===== config.mk =====
export PLATFORM = sky130hd
export DESIGN_NAME = prio_ctrl
export DESIGN_NICKNAME = d
export VERILOG_FILES = /design/src/logic/prio_pkg.sv /design/src/logic/sync_two_ff.sv /design/src/logic/prio_field.sv /design/src/logic/prio_ctrl.sv
export SDC_FILE = /design/constraint.sdc
export NUM_CORES = 1
export LEC_CHECK = 0
export CAP_MARGIN = 0
export CORE_MARGIN = 5
export CORE_UTILIZATION = 67
export DETAILED_ROUTE_END_ITERATION = 10
export DONT_BUFFER_PORTS = 1
export PLACE_DENSITY_LB_ADDON = 0.25
export SLEW_MARGIN = 20
export SYNTH_ARGS = -nofsm -noshare
export SYNTH_HDL_FRONTEND = slang
export SYNTH_SLANG_ARGS = --single-unit
export TNS_END_PERCENT = 10

===== constraint.sdc =====
create_clock -name core_clk_in -period 2.3 [get_ports core_clk_in]
set_input_delay 0.345 -clock core_clk_in [delete_from_list [all_inputs] [get_ports core_clk_in]]
set_output_delay 0.345 -clock core_clk_in [all_outputs]
set_load 0.01 [all_outputs]

===== src/logic/prio_pkg.sv =====
// Package for the interrupt priority field block.
// Assumes one 10 MHz clock and a 32-bit Avalon-MM register bus.
package prio_pkg;

  localparam int ADDR_W = 8;
  localparam int DATA_W = 32;
  localparam int NSRC = 4;
  localparam int PRIO_W = 3;
  localparam int SRC_W = 2;

  // Register byte offsets
  localparam logic [ADDR_W-1:0] OFS_DMA_PRIO = 8'h00;
  localparam logic [ADDR_W-1:0] OFS_AUDIO_PRIO = 8'h04;
  localparam logic [ADDR_W-1:0] OFS_STATUS = 8'h08;
  localparam logic [ADDR_W-1:0] OFS_MASK = 8'h0C;
  localparam logic [ADDR_W-1:0] OFS_PRESENT = 8'h10;

  // Source indices
  localparam logic [SRC_W-1:0] SRC_CHAN_SIX = 2'h0;
  localparam logic [SRC_W-1:0] SRC_CHAN_SEVEN = 2'h1;
  localparam logic [SRC_W-1:0] SRC_AUDIO_RIGHT = 2'h2;
  localparam logic [SRC_W-1:0] SRC_AUDIO_LEFT = 2'h3;

  // Field positions inside the priority registers
  localparam int CHAN_SIX_LSB = 0;
  localparam int CHAN_SEVEN_LSB = 4;
  localparam int AUDIO_RIGHT_LSB = 8;
  localparam int AUDIO_LEFT_LSB = 12;

  // Present register layout
  localparam int PRES_LEVEL_LSB = 0;
  localparam int PRES_SRC_LSB = 4;
  localparam int PRES_VALID_BIT = 8;

  // Priority codes
  localparam logic [PRIO_W-1:0] PRIO_OFF = 3'h0;
  localparam logic [PRIO_W-1:0] PRIO_RESET = 3'h4;

  localparam logic [NSRC-1:0] EVT_ZERO = 4'h0;
  localparam logic [DATA_W-1:0] DATA_ZERO = 32'h0000_0000;

  typedef struct packed {
    logic [ADDR_W-1:0] address;
    logic read;
    logic write;
    logic [DATA_W-1:0] writedata;
    logic [3:0] byteenable;
  } av_req_t;

  typedef struct packed {
    logic valid;
    logic [SRC_W-1:0] src;
    logic [PRIO_W-1:0] level;
  } present_t;

  typedef enum logic [0:0] {
    BUS_IDLE = 1'b0,
    BUS_ANSWER = 1'b1
  } bus_state_t;

endpackage


===== src/logic/sync_two_ff.sv =====
// Two-flop synchroniser for one level.
// Assumes the destination clock and an active-low asynchronous reset.
`timescale 1ns/10ps
module sync_two_ff (
  // Clock and reset
  input wire logic clk_in,
  input wire logic rstn_in,
  // Level
  input wire logic d_in,
  output logic q_out
);

  logic stage_reg;

  always_ff @(posedge clk_in or negedge rstn_in) begin
    if (!rstn_in) begin
      stage_reg <= 1'b0;
      q_out <= 1'b0;
    end else begin
      stage_reg <= d_in;
      q_out <= stage_reg;
    end
  end

endmodule


===== src/logic/prio_field.sv =====
// One 3-bit read/write priority field.
// Assumes a synchronous write strobe from the register bus.
`timescale 1ns/10ps
module prio_field
  import prio_pkg::*;
(
  // Clock and reset
  input wire logic clk_in,
  input wire logic rstn_in,
  // Write port
  input wire logic wr_in,
  input wire logic [prio_pkg::PRIO_W-1:0] data_in,
  // Field value
  output logic [prio_pkg::PRIO_W-1:0] prio_out
);

  always_ff @(posedge clk_in or negedge rstn_in) begin
    if (!rstn_in) begin
      prio_out <= PRIO_RESET;
    end else if (wr_in) begin
      prio_out <= data_in;
    end
  end

endmodule


===== src/logic/prio_ctrl.sv =====
// Priority fields for two transfer-complete and two audio sources.
// Assumes Avalon-MM master on core_clk_in and same-clock event pulses.
//
// The register addresses and the Avalon-MM slave port were left to the implementer.
`timescale 1ns/10ps

////////////////////////////////////////////////////////////////////////
module prio_ctrl
  import prio_pkg::*;
(
  // Clock and reset
  input wire logic core_clk_in,
  input wire logic rstn_in,
  // Avalon-MM slave
  input wire prio_pkg::av_req_t av_req_in,
  output logic [prio_pkg::DATA_W-1:0] av_readdata_out,
  output logic av_waitrequest_out,
  // Source events and variant strap
  input wire logic chan_six_done_in,
  input wire logic chan_seven_done_in,
  input wire logic audio_right_in,
  input wire logic audio_left_in,
  input wire logic audio_fitted_in,
  // Presented interrupt
  output prio_pkg::present_t present_out,
  output logic irq_out
);

  ////////////////////////////////////////////////////////////////////////
  // Reset and strap synchronisers

  logic rst_sync_n;
  logic audio_fitted;

  sync_two_ff u_rst_sync (
    .clk_in(core_clk_in),
    .rstn_in(rstn_in),
    .d_in(1'b1),
    .q_out(rst_sync_n)
  );

  sync_two_ff u_fit_sync (
    .clk_in(core_clk_in),
    .rstn_in(rst_sync_n),
    .d_in(audio_fitted_in),
    .q_out(audio_fitted)
  );

  ////////////////////////////////////////////////////////////////////////
  // Bus handshake

  bus_state_t bus_state_reg;
  bus_state_t bus_state_next;
  logic req_active;
  logic commit_wr;

  assign req_active = av_req_in.read | av_req_in.write;

  always_comb begin
    case (bus_state_reg)
      BUS_IDLE: begin
        bus_state_next = req_active ? BUS_ANSWER : BUS_IDLE;
      end
      BUS_ANSWER: begin
        bus_state_next = BUS_IDLE;
      end
      default: begin
        bus_state_next = BUS_IDLE;
      end
    endcase
  end

  always_ff @(posedge core_clk_in or negedge rst_sync_n) begin
    if (!rst_sync_n) begin
      bus_state_reg <= BUS_IDLE;
    end else begin
      bus_state_reg <= bus_state_next;
    end
  end

  assign av_waitrequest_out = req_active & (bus_state_reg != BUS_ANSWER);
  assign commit_wr = av_req_in.write & (bus_state_reg == BUS_ANSWER);

  ////////////////////////////////////////////////////////////////////////
  // Address decode

  logic sel_dma;
  logic sel_audio;
  logic sel_status;
  logic sel_mask;
  logic sel_present;

  assign sel_dma = av_req_in.address == OFS_DMA_PRIO;
  assign sel_audio = av_req_in.address == OFS_AUDIO_PRIO;
  assign sel_status = av_req_in.address == OFS_STATUS;
  assign sel_mask = av_req_in.address == OFS_MASK;
  assign sel_present = av_req_in.address == OFS_PRESENT;

  ////////////////////////////////////////////////////////////////////////
  // Priority fields

  localparam int FIELD_LSB [NSRC] = '{
    CHAN_SIX_LSB, CHAN_SEVEN_LSB, AUDIO_RIGHT_LSB, AUDIO_LEFT_LSB
  };

  logic [PRIO_W-1:0] prio_field [NSRC];
  logic [PRIO_W-1:0] prio_eff [NSRC];
  logic [NSRC-1:0] field_wr;
  logic [NSRC-1:0] field_is_audio;

  assign field_is_audio = {1'b1, 1'b1, 1'b0, 1'b0};

  genvar gi;
  generate
    for (gi = 0; gi < NSRC; gi++) begin : g_field
      assign field_wr[gi] = commit_wr
        & (field_is_audio[gi] ? sel_audio : sel_dma)
        & av_req_in.byteenable[FIELD_LSB[gi] / 8];

      prio_field u_field (
        .clk_in(core_clk_in),
        .rstn_in(rst_sync_n),
        .wr_in(field_wr[gi]),
        .data_in(av_req_in.writedata[FIELD_LSB[gi] +: PRIO_W]),
        .prio_out(prio_field[gi])
      );

      // Audio sources are forced off on a variant without the converter
      assign prio_eff[gi] = (field_is_audio[gi] & ~audio_fitted)
        ? PRIO_OFF : prio_field[gi];
    end
  endgenerate

  ////////////////////////////////////////////////////////////////////////
  // Event status and mask

  logic [NSRC-1:0] event_in;
  logic [NSRC-1:0] status_reg;
  logic [NSRC-1:0] mask_reg;
  logic [NSRC-1:0] status_clr;

  assign event_in = {audio_left_in, audio_right_in, chan_seven_done_in, chan_six_done_in};

  assign status_clr = (commit_wr & sel_status & av_req_in.byteenable[0])
    ? av_req_in.writedata[NSRC-1:0] : EVT_ZERO;

  // Set wins over a write-one clear in the same cycle
  always_ff @(posedge core_clk_in or negedge rst_sync_n) begin
    if (!rst_sync_n) begin
      status_reg <= EVT_ZERO;
    end else begin
      status_reg <= (status_reg & ~status_clr) | event_in;
    end
  end

  always_ff @(posedge core_clk_in or negedge rst_sync_n) begin
    if (!rst_sync_n) begin
      mask_reg <= EVT_ZERO;
    end else if (commit_wr & sel_mask & av_req_in.byteenable[0]) begin
      mask_reg <= av_req_in.writedata[NSRC-1:0];
    end
  end

  ////////////////////////////////////////////////////////////////////////
  // Arbitration

  logic [NSRC-1:0] candidate;
  logic cand_found;
  logic [SRC_W-1:0] cand_src;
  logic [PRIO_W-1:0] cand_level;

  generate
    for (gi = 0; gi < NSRC; gi++) begin : g_cand
      assign candidate[gi] = status_reg[gi] & mask_reg[gi]
        & (prio_eff[gi] != PRIO_OFF);
    end
  endgenerate

  // Larger code wins; on a tie the lower source index stays
  always_comb begin
    cand_found = 1'b0;
    cand_src = SRC_CHAN_SIX;
    cand_level = PRIO_OFF;
    for (int i = 0; i < NSRC; i++) begin
      if (candidate[i] && (prio_eff[i] > cand_level)) begin
        cand_found = 1'b1;
        cand_src = SRC_W'(i);
        cand_level = prio_eff[i];
      end
    end
  end

  always_ff @(posedge core_clk_in or negedge rst_sync_n) begin
    if (!rst_sync_n) begin
      present_out <= '0;
    end else begin
      present_out.valid <= cand_found;
      present_out.src <= cand_src;
      present_out.level <= cand_level;
    end
  end

  always_ff @(posedge core_clk_in or negedge rst_sync_n) begin
    if (!rst_sync_n) begin
      irq_out <= 1'b0;
    end else begin
      irq_out <= |candidate;
    end
  end

  ////////////////////////////////////////////////////////////////////////
  // Read data

  logic [DATA_W-1:0] rd_word;

  always_comb begin
    rd_word = DATA_ZERO;
    if (sel_dma) begin
      rd_word[CHAN_SEVEN_LSB +: PRIO_W] = prio_field[SRC_CHAN_SEVEN];
      rd_word[CHAN_SIX_LSB +: PRIO_W] = prio_field[SRC_CHAN_SIX];
    end else if (sel_audio) begin
      rd_word[AUDIO_LEFT_LSB +: PRIO_W] = prio_field[SRC_AUDIO_LEFT];
      rd_word[AUDIO_RIGHT_LSB +: PRIO_W] = prio_field[SRC_AUDIO_RIGHT];
      // Low byte left at zero
      rd_word[7:0] = 8'h00;
    end else if (sel_status) begin
      rd_word[NSRC-1:0] = status_reg;
    end else if (sel_mask) begin
      rd_word[NSRC-1:0] = mask_reg;
    end else if (sel_present) begin
      rd_word[PRES_LEVEL_LSB +: PRIO_W] = present_out.level;
      rd_word[PRES_SRC_LSB +: SRC_W] = present_out.src;
      rd_word[PRES_VALID_BIT] = present_out.valid;
    end
  end

  always_ff @(posedge core_clk_in or negedge rst_sync_n) begin
    if (!rst_sync_n) begin
      av_readdata_out <= DATA_ZERO;
    end else if (av_req_in.read & (bus_state_reg == BUS_IDLE)) begin
      av_readdata_out <= rd_word;
    end
  end

endmodule


==> summary.md, run 1 <==
| Metric | Value |
|---|---|
| Post-Synthesis Cells | 227 |
| Syn. warnings | 0 |
| Ys async rst share | 100% |
| Cells after DPL | 298 |
| Dpl cell area | 2640 µm² |
| FP Rows | 21 |
| Remaining global-route overflow | 0 |
| Die area | 4850 µm² |
| M3 GR Usage | 8.84% |
| Final Cycle Share | 195% |
| Worst Setup Start Kind | flop |
| Ys flop type | dfrtp_1 |
| Largest register FFs | 13 |
| EDFF count, synth | 0 |
| Die H | 69.6 µm |
| Die W | 69.6 µm |
| GRT Max-Usage Layer | met2 |
| # setup viols final | 6 |
| Routed Antenna Nets | 0 |
| Area delta synth->final | 22.4% |
| Ant diodes | 0 |
| Clock latency on the worst-skew pair | 0.36 ns |
| Met2 Usage GRT | 44.0% |
| Internal reg-to-reg setup slack | -2.19 ns |
| Final Cell Area | 2920 µm² |
| Initial antenna violation count | 0 |
| Wirelength, routed | 6450 µm |
| # DRC | 0 |
| Largest net degree at the start of global routing | 27 |
| Required time of the critical path | 2.52 ns |
| Fmax | 0.223 GHz |
| Gr usage total | 26.4% |
| Maximum VDD drop | 449 µV |
| Core box area | 3390 µm² |
| Status | finished, violations left |
| Static Leak | 1.35 nW |
| Number of port buffers | 0 |
| Non-filler cells, final | between 300 and 400 |
| Top flop regs | av_readdata_out x13, g_field.u_field.prio_out x12, present_out x6 |
| Worst-path clk slew | 0.14 ns |
| Number of global-route vias before repair | roughly 2000 |
| Synth Cell Area | 2380 µm² |
| Total number of vias | roughly 1900 |
| HP Class | primary input to flop |
| CP endpoint kind | flop |
| Crit Path Max Fanout | 3 |
| H-tree Lvls | 2 |
| Sequential share of the synthesized area | 47.5% |
| Cell variety after synth | 47 |
| Area contributors post-synth | dfrtp_1 43%, buf_4 6.3%, mux2_2 5.7% |
| Failing checks | negative setup slack |
| Syn avg cell area | 10.5 µm² |
| Post-route total power | 1.41 mW |
| First-pass GRT wire length | just over 10000 µm |
| Routability-driven placement congestion ratio | roughly 0.9 |
| Final Max Tran Viols | 0 |
| Yosys top cell area share | a little over two fifths |
| Reg with most FFs | av_readdata_out |
| Clock tree buffer depth | 2 |
| Layout Skew | 0.0122 ns |
| Yosys top cell by area | dfrtp_1 |
| Detailed Routing Iterations Pass 1 | 4 |
| CTS buffer count | 5 |
| Unrepaired setup endpoints after global routing | true |
| Max-slew headroom | around 46% |
| CTS sink cnt | 45 |
| M1 GR Usage | 30.9% |
| NumNets Final | 330 |
| CTS Root Cell | clkbuf_4 |
| Max-Cap Viols | 0 |
| Top cells by count, synth | 41 x dfrtp_1, 35 x nand2_1, 20 x buf_4 |
| Setup CP Type | flop to flop |
| Pwr/cell area | between 400 and 500 nW/µm² |
| CTS tree | yes |
| Drt via density | 5.92 |
| Slew @ Worst Pin | 0.809 ns |
| Minimum clock period | 4.49 ns |
| Most frequent cell after synthesis | dfrtp_1 |
| Final Hold Fails | 0 |
| Detailed placement HPWL | 4640 µm |
| Initial DRC Count | ~160 |
| #FFs+latches synth | 45 |
| Initial core utilization | 70.3% |
| Boundary pin count | 93 |
| Post-layout util | 86.0% |
| Drt wl/cell | 20.4 µm |
| Ratio of cells with drive above 1 in the final layout | 37.4% |
| Arrival time worst endpoint | ~4.7 ns |
| Final worst slack | -2.19 ns |
-- layout by cell type, fill, tap and decap left out, drive strengths merged, types with 4 or more instances in the layout --
master,n
buf,42
dfrtp,41
nand2,35
conb,20
mux2,19
o21ai,15
ha,8
nor2,7
inv,6
clkbuf,6
nand3,5
nor3,5
a21o,4
nand2b,4
dfstp,4
and3,4
o21a,4
o31ai,4
-- power by group --
part / switching, mW / internal, mW / leakage, nW
sequential: 0.0152 / 0.802 / 0.580
clock: 0.262 / 0.258 / 0.0445
combinational: 0.0504 / 0.0248 / 0.731
-- critical path, stage by stage (launching register included) --
cell and delay [ns]:
dfrtp_2 0.48, buf_6 0.13, and3_4 0.19, inv_4 0.06, ha_4 0.20, a31oi_2 0.17, o21a_2 0.21, mux2_4 0.32
ha_4 0.21, nor2b_4 0.13, o21ai_4 0.19, a211oi_2 0.09, mux2_4 0.30, o21a_1 0.20, or2_4 0.24, ha_4 0.21
nor2b_1 0.12, o21ai_1 0.12, nand2b_1 0.10, and3_4 0.16, or3_4 0.36, nand3b_1 0.16
-- cells by family (layout without fill, tap and decap cells) --
group           Yosys count  in the layout  synth area share [%]
compound gates           45             45                  12.8
fa+ha+maj                 8              8                  4.20
buf+inv                  33             58                  9.19
flops                    45             45                  47.5
mux                      20             20                  10.3
other cells               2             20                 0.315
simple gates             74             74                  15.7
-- per-layer routing --
metal / vias up / wire [µm] / part of all wire [%]
met2: 99 / 3200 / 50
met1: 914 / 2460 / 38
li1: 839 / - / -
met5: - / 0 / 0
met3: 19 / 570 / 8.8
met4: 0 / 226 / 3.5
-- through the flow --
step	hold WS, ns	worst slack, ns	TNS, ns
after detailed placement	0.0495	-2.18	-11.62
after global routing	0.0501	-2.30	-12.56
after CTS	0.0602	-2.06	-11.00
after global placement	0.0495	-2.02	-10.78
final	0.0599	-2.19	-11.77
after floorplan	0.0494	-1.95	-9.91
-- area by class of cell --
type | count | area [µm²]
repair buffers | 44 | 352
inverters | 6 | 25.0
fillers | 178 | 474
multi-input cells | 167 | 1260
well taps | 46 | 57.6
clock inverters | 2 | 37.5
clock buffers | 6 | 51.3
flip-flops and latches | 45 | 1130
-- what timing repair did --
action                                  4_1_cts  5_1_grt
endpoints found under the hold margin         3        0
endpoints found under the setup margin        6        6
resized for setup                             6       17
pin swaps                                     2        9
hold buffers                                  2        0
buffers inserted                              8        0
gates cloned                                  0        0
-- final timing paths --
path / cells after the start / end / startpoint
hold / removal: 1 / status_reg[3] / audio_left_in
hold reg to reg: 0 / g_field[0].u_field.prio_out[1] / u_rst_sync.q_out
max in group asynchronous: 1 / g_field[2].u_field.prio_out[2] / u_rst_sync.q_out
setup reg to reg: 21 / present_out[5] / status_reg[0]
min in group asynchronous: 1 / u_rst_sync.q_out / rstn_in
setup / recovery: 21 / present_out[5] / status_reg[0]
(Power assumes the default switching activity.)
==> run 2, diff against run 1 <==
- CORE_MARGIN: 5 -> 1
==> summary.md, run 2 (synthesis results as in run 1) <==
| Metric | Value |
|---|---|
| CTS tree | yes |
| Status | finished, violations left |
| Gr usage total | 33.8% |
| Final worst slack | -2.11 ns |
| Initial core utilization | 70.8% |
| Number of global-route vias before repair | 1862 |
| Ant diodes | 0 |
| HP Class | flop to async pin |
| Unrepaired setup endpoints after global routing | true |
| FILL cells | about 190 |
| Layout Skew | 0.0116 ns |
| Final Max Tran Viols | 0 |
| Ratio of cells with drive above 1 in the final layout | 35.5% |
| # DRC | 0 |
| Slew @ Worst Pin | between 0.7 and 0.8 ns |
| Arrival time worst endpoint | 4.64 ns |
| Drt via density | 6.13 |
| Remaining global-route overflow | 0 |
| CTS buffer count | 5 |
| Max-slew headroom | 48.2% |
| Largest net degree at the start of global routing | 43 |
| Fmax | 0.227 GHz |
| Detailed Routing Iterations Pass 1 | 5 |
| CTS sink cnt | 45 |
| Largest register FFs | 13 |
| Die area | 3800 µm² |
| Initial antenna violation count | 0 |
| Drt wl/cell | 19.7 µm |
| Boundary pin count | 93 |
| Static Leak | 1.34 nW |
| Core box area | about 3400 µm² |
| Die H | 61.6 µm |
| Clock tree buffer depth | 2 |
| First-pass GRT wire length | 8940 µm |
| Post-route total power | 1.49 mW |
| Commonest non-fill, non-tap cell in the layout | dfrtp_1 |
| Final Hold Fails | 0 |
| Max-Cap Viols | 0 |
| Failing checks | negative setup slack |
| Area delta synth->final | 20.4% |
| Crit Path Max Fanout | 4 |
| Minimum clock period | 4.41 ns |
| CP endpoint kind | flop |
| Reg with most FFs | av_readdata_out |
| Total number of vias | 1906 |
| H-tree Lvls | 2 |
| Most frequent cells in the layout | 41 x dfrtp_1, 37 x buf_4, 34 x nand2_1, 20 x conb_1, 13 x o21ai_0 |
| Worst-path clk slew | 0.13 ns |
| Routability-driven placement congestion ratio | 0.945 |
| Pwr/cell area | 520 nW/µm² |
| Post-Route Setup TNS | -11.40 ns |
| CTS Root Cell | clkbuf_4 |
| Setup CP Type | flop to flop |
| Initial DRC Count | 124 |
| Worst Setup Start Kind | flop |
| Detailed placement HPWL | between 4000 and 5000 µm |
| FP Rows | 21 |
| Required time of the critical path | 2.54 ns |
| Top flop regs | av_readdata_out x13, g_field.u_field.prio_out x12, present_out x6 |
| Wirelength, routed | 6120 µm |
| Clock latency on the worst-skew pair | about 0.37 ns |
| NumNets Final | 325 |
| Die W | 61.6 µm |
| Maximum VDD drop | 361 µV |
| # setup viols final | 6 |
| Routed Antenna Nets | 0 |
| Final Cycle Share | 192% |
| Number of port buffers | 0 |
==> run 2: cell types whose count changed in the layout (fill, tap and decap cells not counted), sizes merged <==
cell	before	now
clkbuf	6	5
buf	42	37
clkinv	0	1
bufinv	1	2
clkinvlp	1	0
==> run 2: per-stage QoR <==
stage	cell area (µm²)	std cells	hold slack, ns	setup WS (ns)	utilization [%]
final	2870	311	0.0255	-2.11	85.3
after global routing	2870	311	0.0344	-2.21	85.3
after CTS	2840	311	0.0265	-2.07	84.3
after detailed placement	2610	296	0.0132	-2.15	77.6
after global placement	2610	296	0.00769	-1.91	77.6
after floorplan	2510	245	0.0494	-1.95	-
==> run 2: final timing paths <==
path / startpoint / cells past startpoint / endpoint / slack (ns)
max: mask_reg[0] / 19 / present_out[5] / -2.11
min: u_rst_sync.q_out / 0 / u_fit_sync.stage_reg / 0.03
max reg2reg: mask_reg[0] / 19 / present_out[5] / -2.11
min reg2reg: u_rst_sync.q_out / 0 / u_fit_sync.stage_reg / 0.03
max in group asynchronous: u_rst_sync.q_out / 1 / g_field[1].u_field.prio_out[2] / 1.55
min in group core_clk_in: audio_right_in / 1 / status_reg[2] / 0.06
==> run 2: power by group <==
part / switching [mW] / internal (mW)
clock network: 0.266 / 0.336
registers: 0.00807 / 0.802
logic: 0.0547 / 0.0227
total: 0.329 / 1.16
==> run 2: timing repair <==
action	4_1_cts	5_1_grt
buffers inserted	5	0
resized for setup	13	5
pin swaps	9	3
hold buffers	2	0
endpoints found under the hold margin	3	0
setup endpoints to repair	6	6
==> run 2: layer usage <==
metal	part of all wire, %	vias up	GRT usage [%]
met4	3.7	0	17.5
met1	40	940	42.9
li1	-	834	-
met3	8.0	23	9.03
met5	0	-	0
met2	48	109	53.1
==> run 2: final cells by class <==
type,count,area (µm²),area share (%)
multi-input combinational,167,1250,43.7
sequential,45,1130,39.4
timing repair buffer,39,298,10.4
clock buffer,5,37.5,1.31
clock inverter,3,65.1,2.27
tap,46,57.6,2.01
inverter,6,25.0,0.872
==> run 2: worst max-delay path: stages, from the launching register on <==
cell and delay [ns]:
dfrtp_1 0.45, and3_1 0.22, ha_1 0.30, a31oi_2 0.20, o21a_2 0.19, mux2_4 0.33
ha_4 0.25, nor2b_4 0.13, o21ai_4 0.16, a211oi_2 0.09, mux2_4 0.30, o21a_1 0.19
or2_4 0.25, ha_4 0.25, nor2b_4 0.13, o21ai_2 0.12, nand2b_1 0.09, and3_4 0.16
or3_1 0.31, nand3b_1 0.16
==> run 3, diff against run 2 <==
- CORE_ASPECT_RATIO: default -> 1.25
- GPL_TIMING_DRIVEN: default -> 0
- SETUP_SLACK_MARGIN: default -> 0.2
==> summary.md, run 3 (synthesis results as in run 1) <==
| Metric | Value |
|---|---|
| Slowest cell on crit path | dfstp_2 |
| Ratio of cells with drive above 1 in the final layout | 35.7% |
| Routability-driven placement congestion ratio | 0.845 |
| Initial core utilization | 72.0% |
| Ant diodes | 0 |
| Unrepaired setup endpoints after global routing | true |
| Pwr/cell area | 481 nW/µm² |
| Clock group share of total power | 33.6% |
| Crit path cell chain | and3_4 > inv_4 > ha_4 > o21a_1 > o21a_2 > mux2_4 > ha_4 > nor2b_4 > o21ai_4 > a211oi_2 > mux2_4 > o21a_1 > or2_4 > ha_4 > nor2b_4 > o21ai_2 > nand2b_1 > and3_4 > or3_4 > nand3b_1 |
| Most frequent cells in the layout | 38 x dfrtp_1, 35 x nand2_1, 34 x buf_4, 20 x conb_1, 13 x o21ai_0 |
| Failing checks | negative setup slack |
| # DRC | 0 |
| FP Rows | 23 |
| Number of global-route vias before repair | around 1800 |
| WHS | 0.0730 ns |
| Drt via density | around 6 |
| Most used cell, CP | ha_4 |
| Combinational power share | 7.2% |
| Wirelength, routed | roughly 5600 µm |
| CP endpoint kind | flop |
| CTS tree | yes |
| Final Max Tran Viols | 0 |
| Die H | 68.7 µm |
| CTS Root Cell | clkbuf_8 |
| Area delta synth->final | 20.2% |
| Largest net degree at the start of global routing | 31 |
| FILL cells | about 180 |
| Initial antenna violation count | 0 |
| Die W | 55.3 µm |
| Detailed Routing Iterations Pass 1 | 4 |
| Gr usage total | 30.8% |
| Die area | roughly 3800 µm² |
| Required time of the critical path | 2.45 ns |
| Core box area | 3310 µm² |
| Final Cycle Share | 194% |
| Status | finished, violations left |
| Max-Cap Viols | 0 |
| Reg with most FFs | av_readdata_out |
| Initial DRC Count | 88 |
| CTS sink cnt | 45 |
| # setup viols final | 6 |
| Placement Setup Slack | -2.21 ns |
| Routed Antenna Nets | 0 |
| Cells after DPL | 283 |
| Final Hold Fails | 0 |
| HP Class | primary input to flop |
| Largest register FFs | 13 |
| Clock tree buffer depth | 2 |
| Final Cell Area | between 2000 and 3000 µm² |
| CP peak stage delay | 0.54 ns |
| H-tree Lvls | 2 |
| Boundary pin count | slightly above 90 |
| Part of the power in registers | roughly three fifths |
| P_sw | 321 µW |
| Total number of vias | 1877 |
| Pint | about 1.1 mW |
| Setup CP Type | flop to flop |
| Clock latency on the worst-skew pair | 0.29 ns |
| Minimum clock period | around 4.5 ns |
| First-pass GRT wire length | 8680 µm |
| Detailed placement HPWL | 3830 µm |
| Drt wl/cell | 18.4 µm |
| Maximum VDD drop | 592 µV |
| Slew @ Worst Pin | 0.814 ns |
| Number of port buffers | 0 |
| Remaining global-route overflow | 0 |
| Post-Route Setup TNS | -12.20 ns |
| Static Leak | 1.35 nW |
| Worst Setup Start Kind | flop |
| Crit Path Max Fanout | 5 |
| Commonest non-fill, non-tap cell in the layout | dfrtp_1 |
| Switching Share | 23.3% |
| Top flop regs | av_readdata_out x13, g_field.u_field.prio_out x12, present_out x6 |
| CTS buffer count | 5 |
| Max-slew headroom | 45.3% |
| Final worst slack | -2.17 ns |
| Layout Skew | slightly below 0.003 ns |
| NumNets Final | 329 |
| Worst-path clk slew | 0.08 ns |
| Arrival time worst endpoint | approximately 4.6 ns |
| Dpl cell area | 2570 µm² |
| Fmax | 0.224 GHz |
| Non-filler cells, final | between 300 and 400 |
==> run 3: changes by cell type in the layout (fill, tap and decap cells not counted), moves of 2 or more <==
cell,previous run,this run
buf_4,37,34
bufinv_16,2,0
clkbuf_1,0,5
clkbuf_4,5,0
clkbuf_8,0,5
dfrtp_1,41,38
dfrtp_2,0,3
==> run 3: cell type report <==
cell class	count	area, µm²	share of cell area, %
multi-input cells	167	1240	43.4
flip-flops and latches	45	1130	39.6
plain buffers	27	196	6.86
repair buffers	16	135	4.72
clock buffers	6	72.6	2.53
well taps	37	46.3	1.62
inverters	6	25.0	0.874
clock inverters	2	10.0	0.349
==> run 3: metal layers <==
metal / global-route usage (%) / up-vias / share of wire [%]
met5: 0 / - / 0
met4: 19.7 / 0 / 4.6
met3: 7.84 / 25 / 6.3
met2: 54.1 / 101 / 52
met1: 34.1 / 907 / 38
li1: - / 844 / -
==> run 3: final timing paths <==
check / from / endpoint / slack (ns) / depth (start not counted)
min in group asynchronous: u_rst_sync.q_out / g_field[1].u_field.prio_out[1] / 0.18 / 0
max in group asynchronous: u_rst_sync.q_out / g_field[0].u_field.prio_out[2] / 1.58 / 1
worst max register to register: g_field[0].u_field.prio_out[2] / present_out[5] / -2.17 / 20
worst min-delay path: audio_fitted_in / u_fit_sync.stage_reg / 0.07 / 0
worst max-delay path: g_field[0].u_field.prio_out[2] / present_out[5] / -2.17 / 20
worst min register to register: u_rst_sync.q_out / g_field[1].u_field.prio_out[1] / 0.18 / 0
==> run 3: critical path: cells and delay by family (launching register included) <==
family,cells,cell delay [ns]
muxes,2,0.63
AOI/OAI and AO/OA,6,0.93
adders and majority gates,3,0.71
and+or+nand+nor,8,1.49
DFF,1,0.54
buffers and inverters,1,0.04
==> run 3: per-stage QoR <==
stage                     total power, mW  utilization (%)
after floorplan                     0.901                -
after global placement              0.913             77.2
after detailed placement            0.920             77.8
after CTS                            1.37             84.2
after global routing                 1.43             86.5
final                                1.38             86.5
==> run 3: power groups by stage <==
stage	sequential [mW]	clock [mW]	combinational, mW
finish	0.815	0.463	0.0988
global route	0.817	0.499	0.110
CTS	0.815	0.466	0.0943
detailed placement	0.831	0	0.0895
global placement	0.839	0	0.0745
floorplan	0.833	0	0.0682
==> run 3: repair_timing <==
item,in CTS,in global routing
hold buffers,1,0
pin swaps,6,7
gates resized for setup,9,10
buffers inserted,11,3
endpoints found under the setup margin,6,6
hold endpoints to repair,2,0
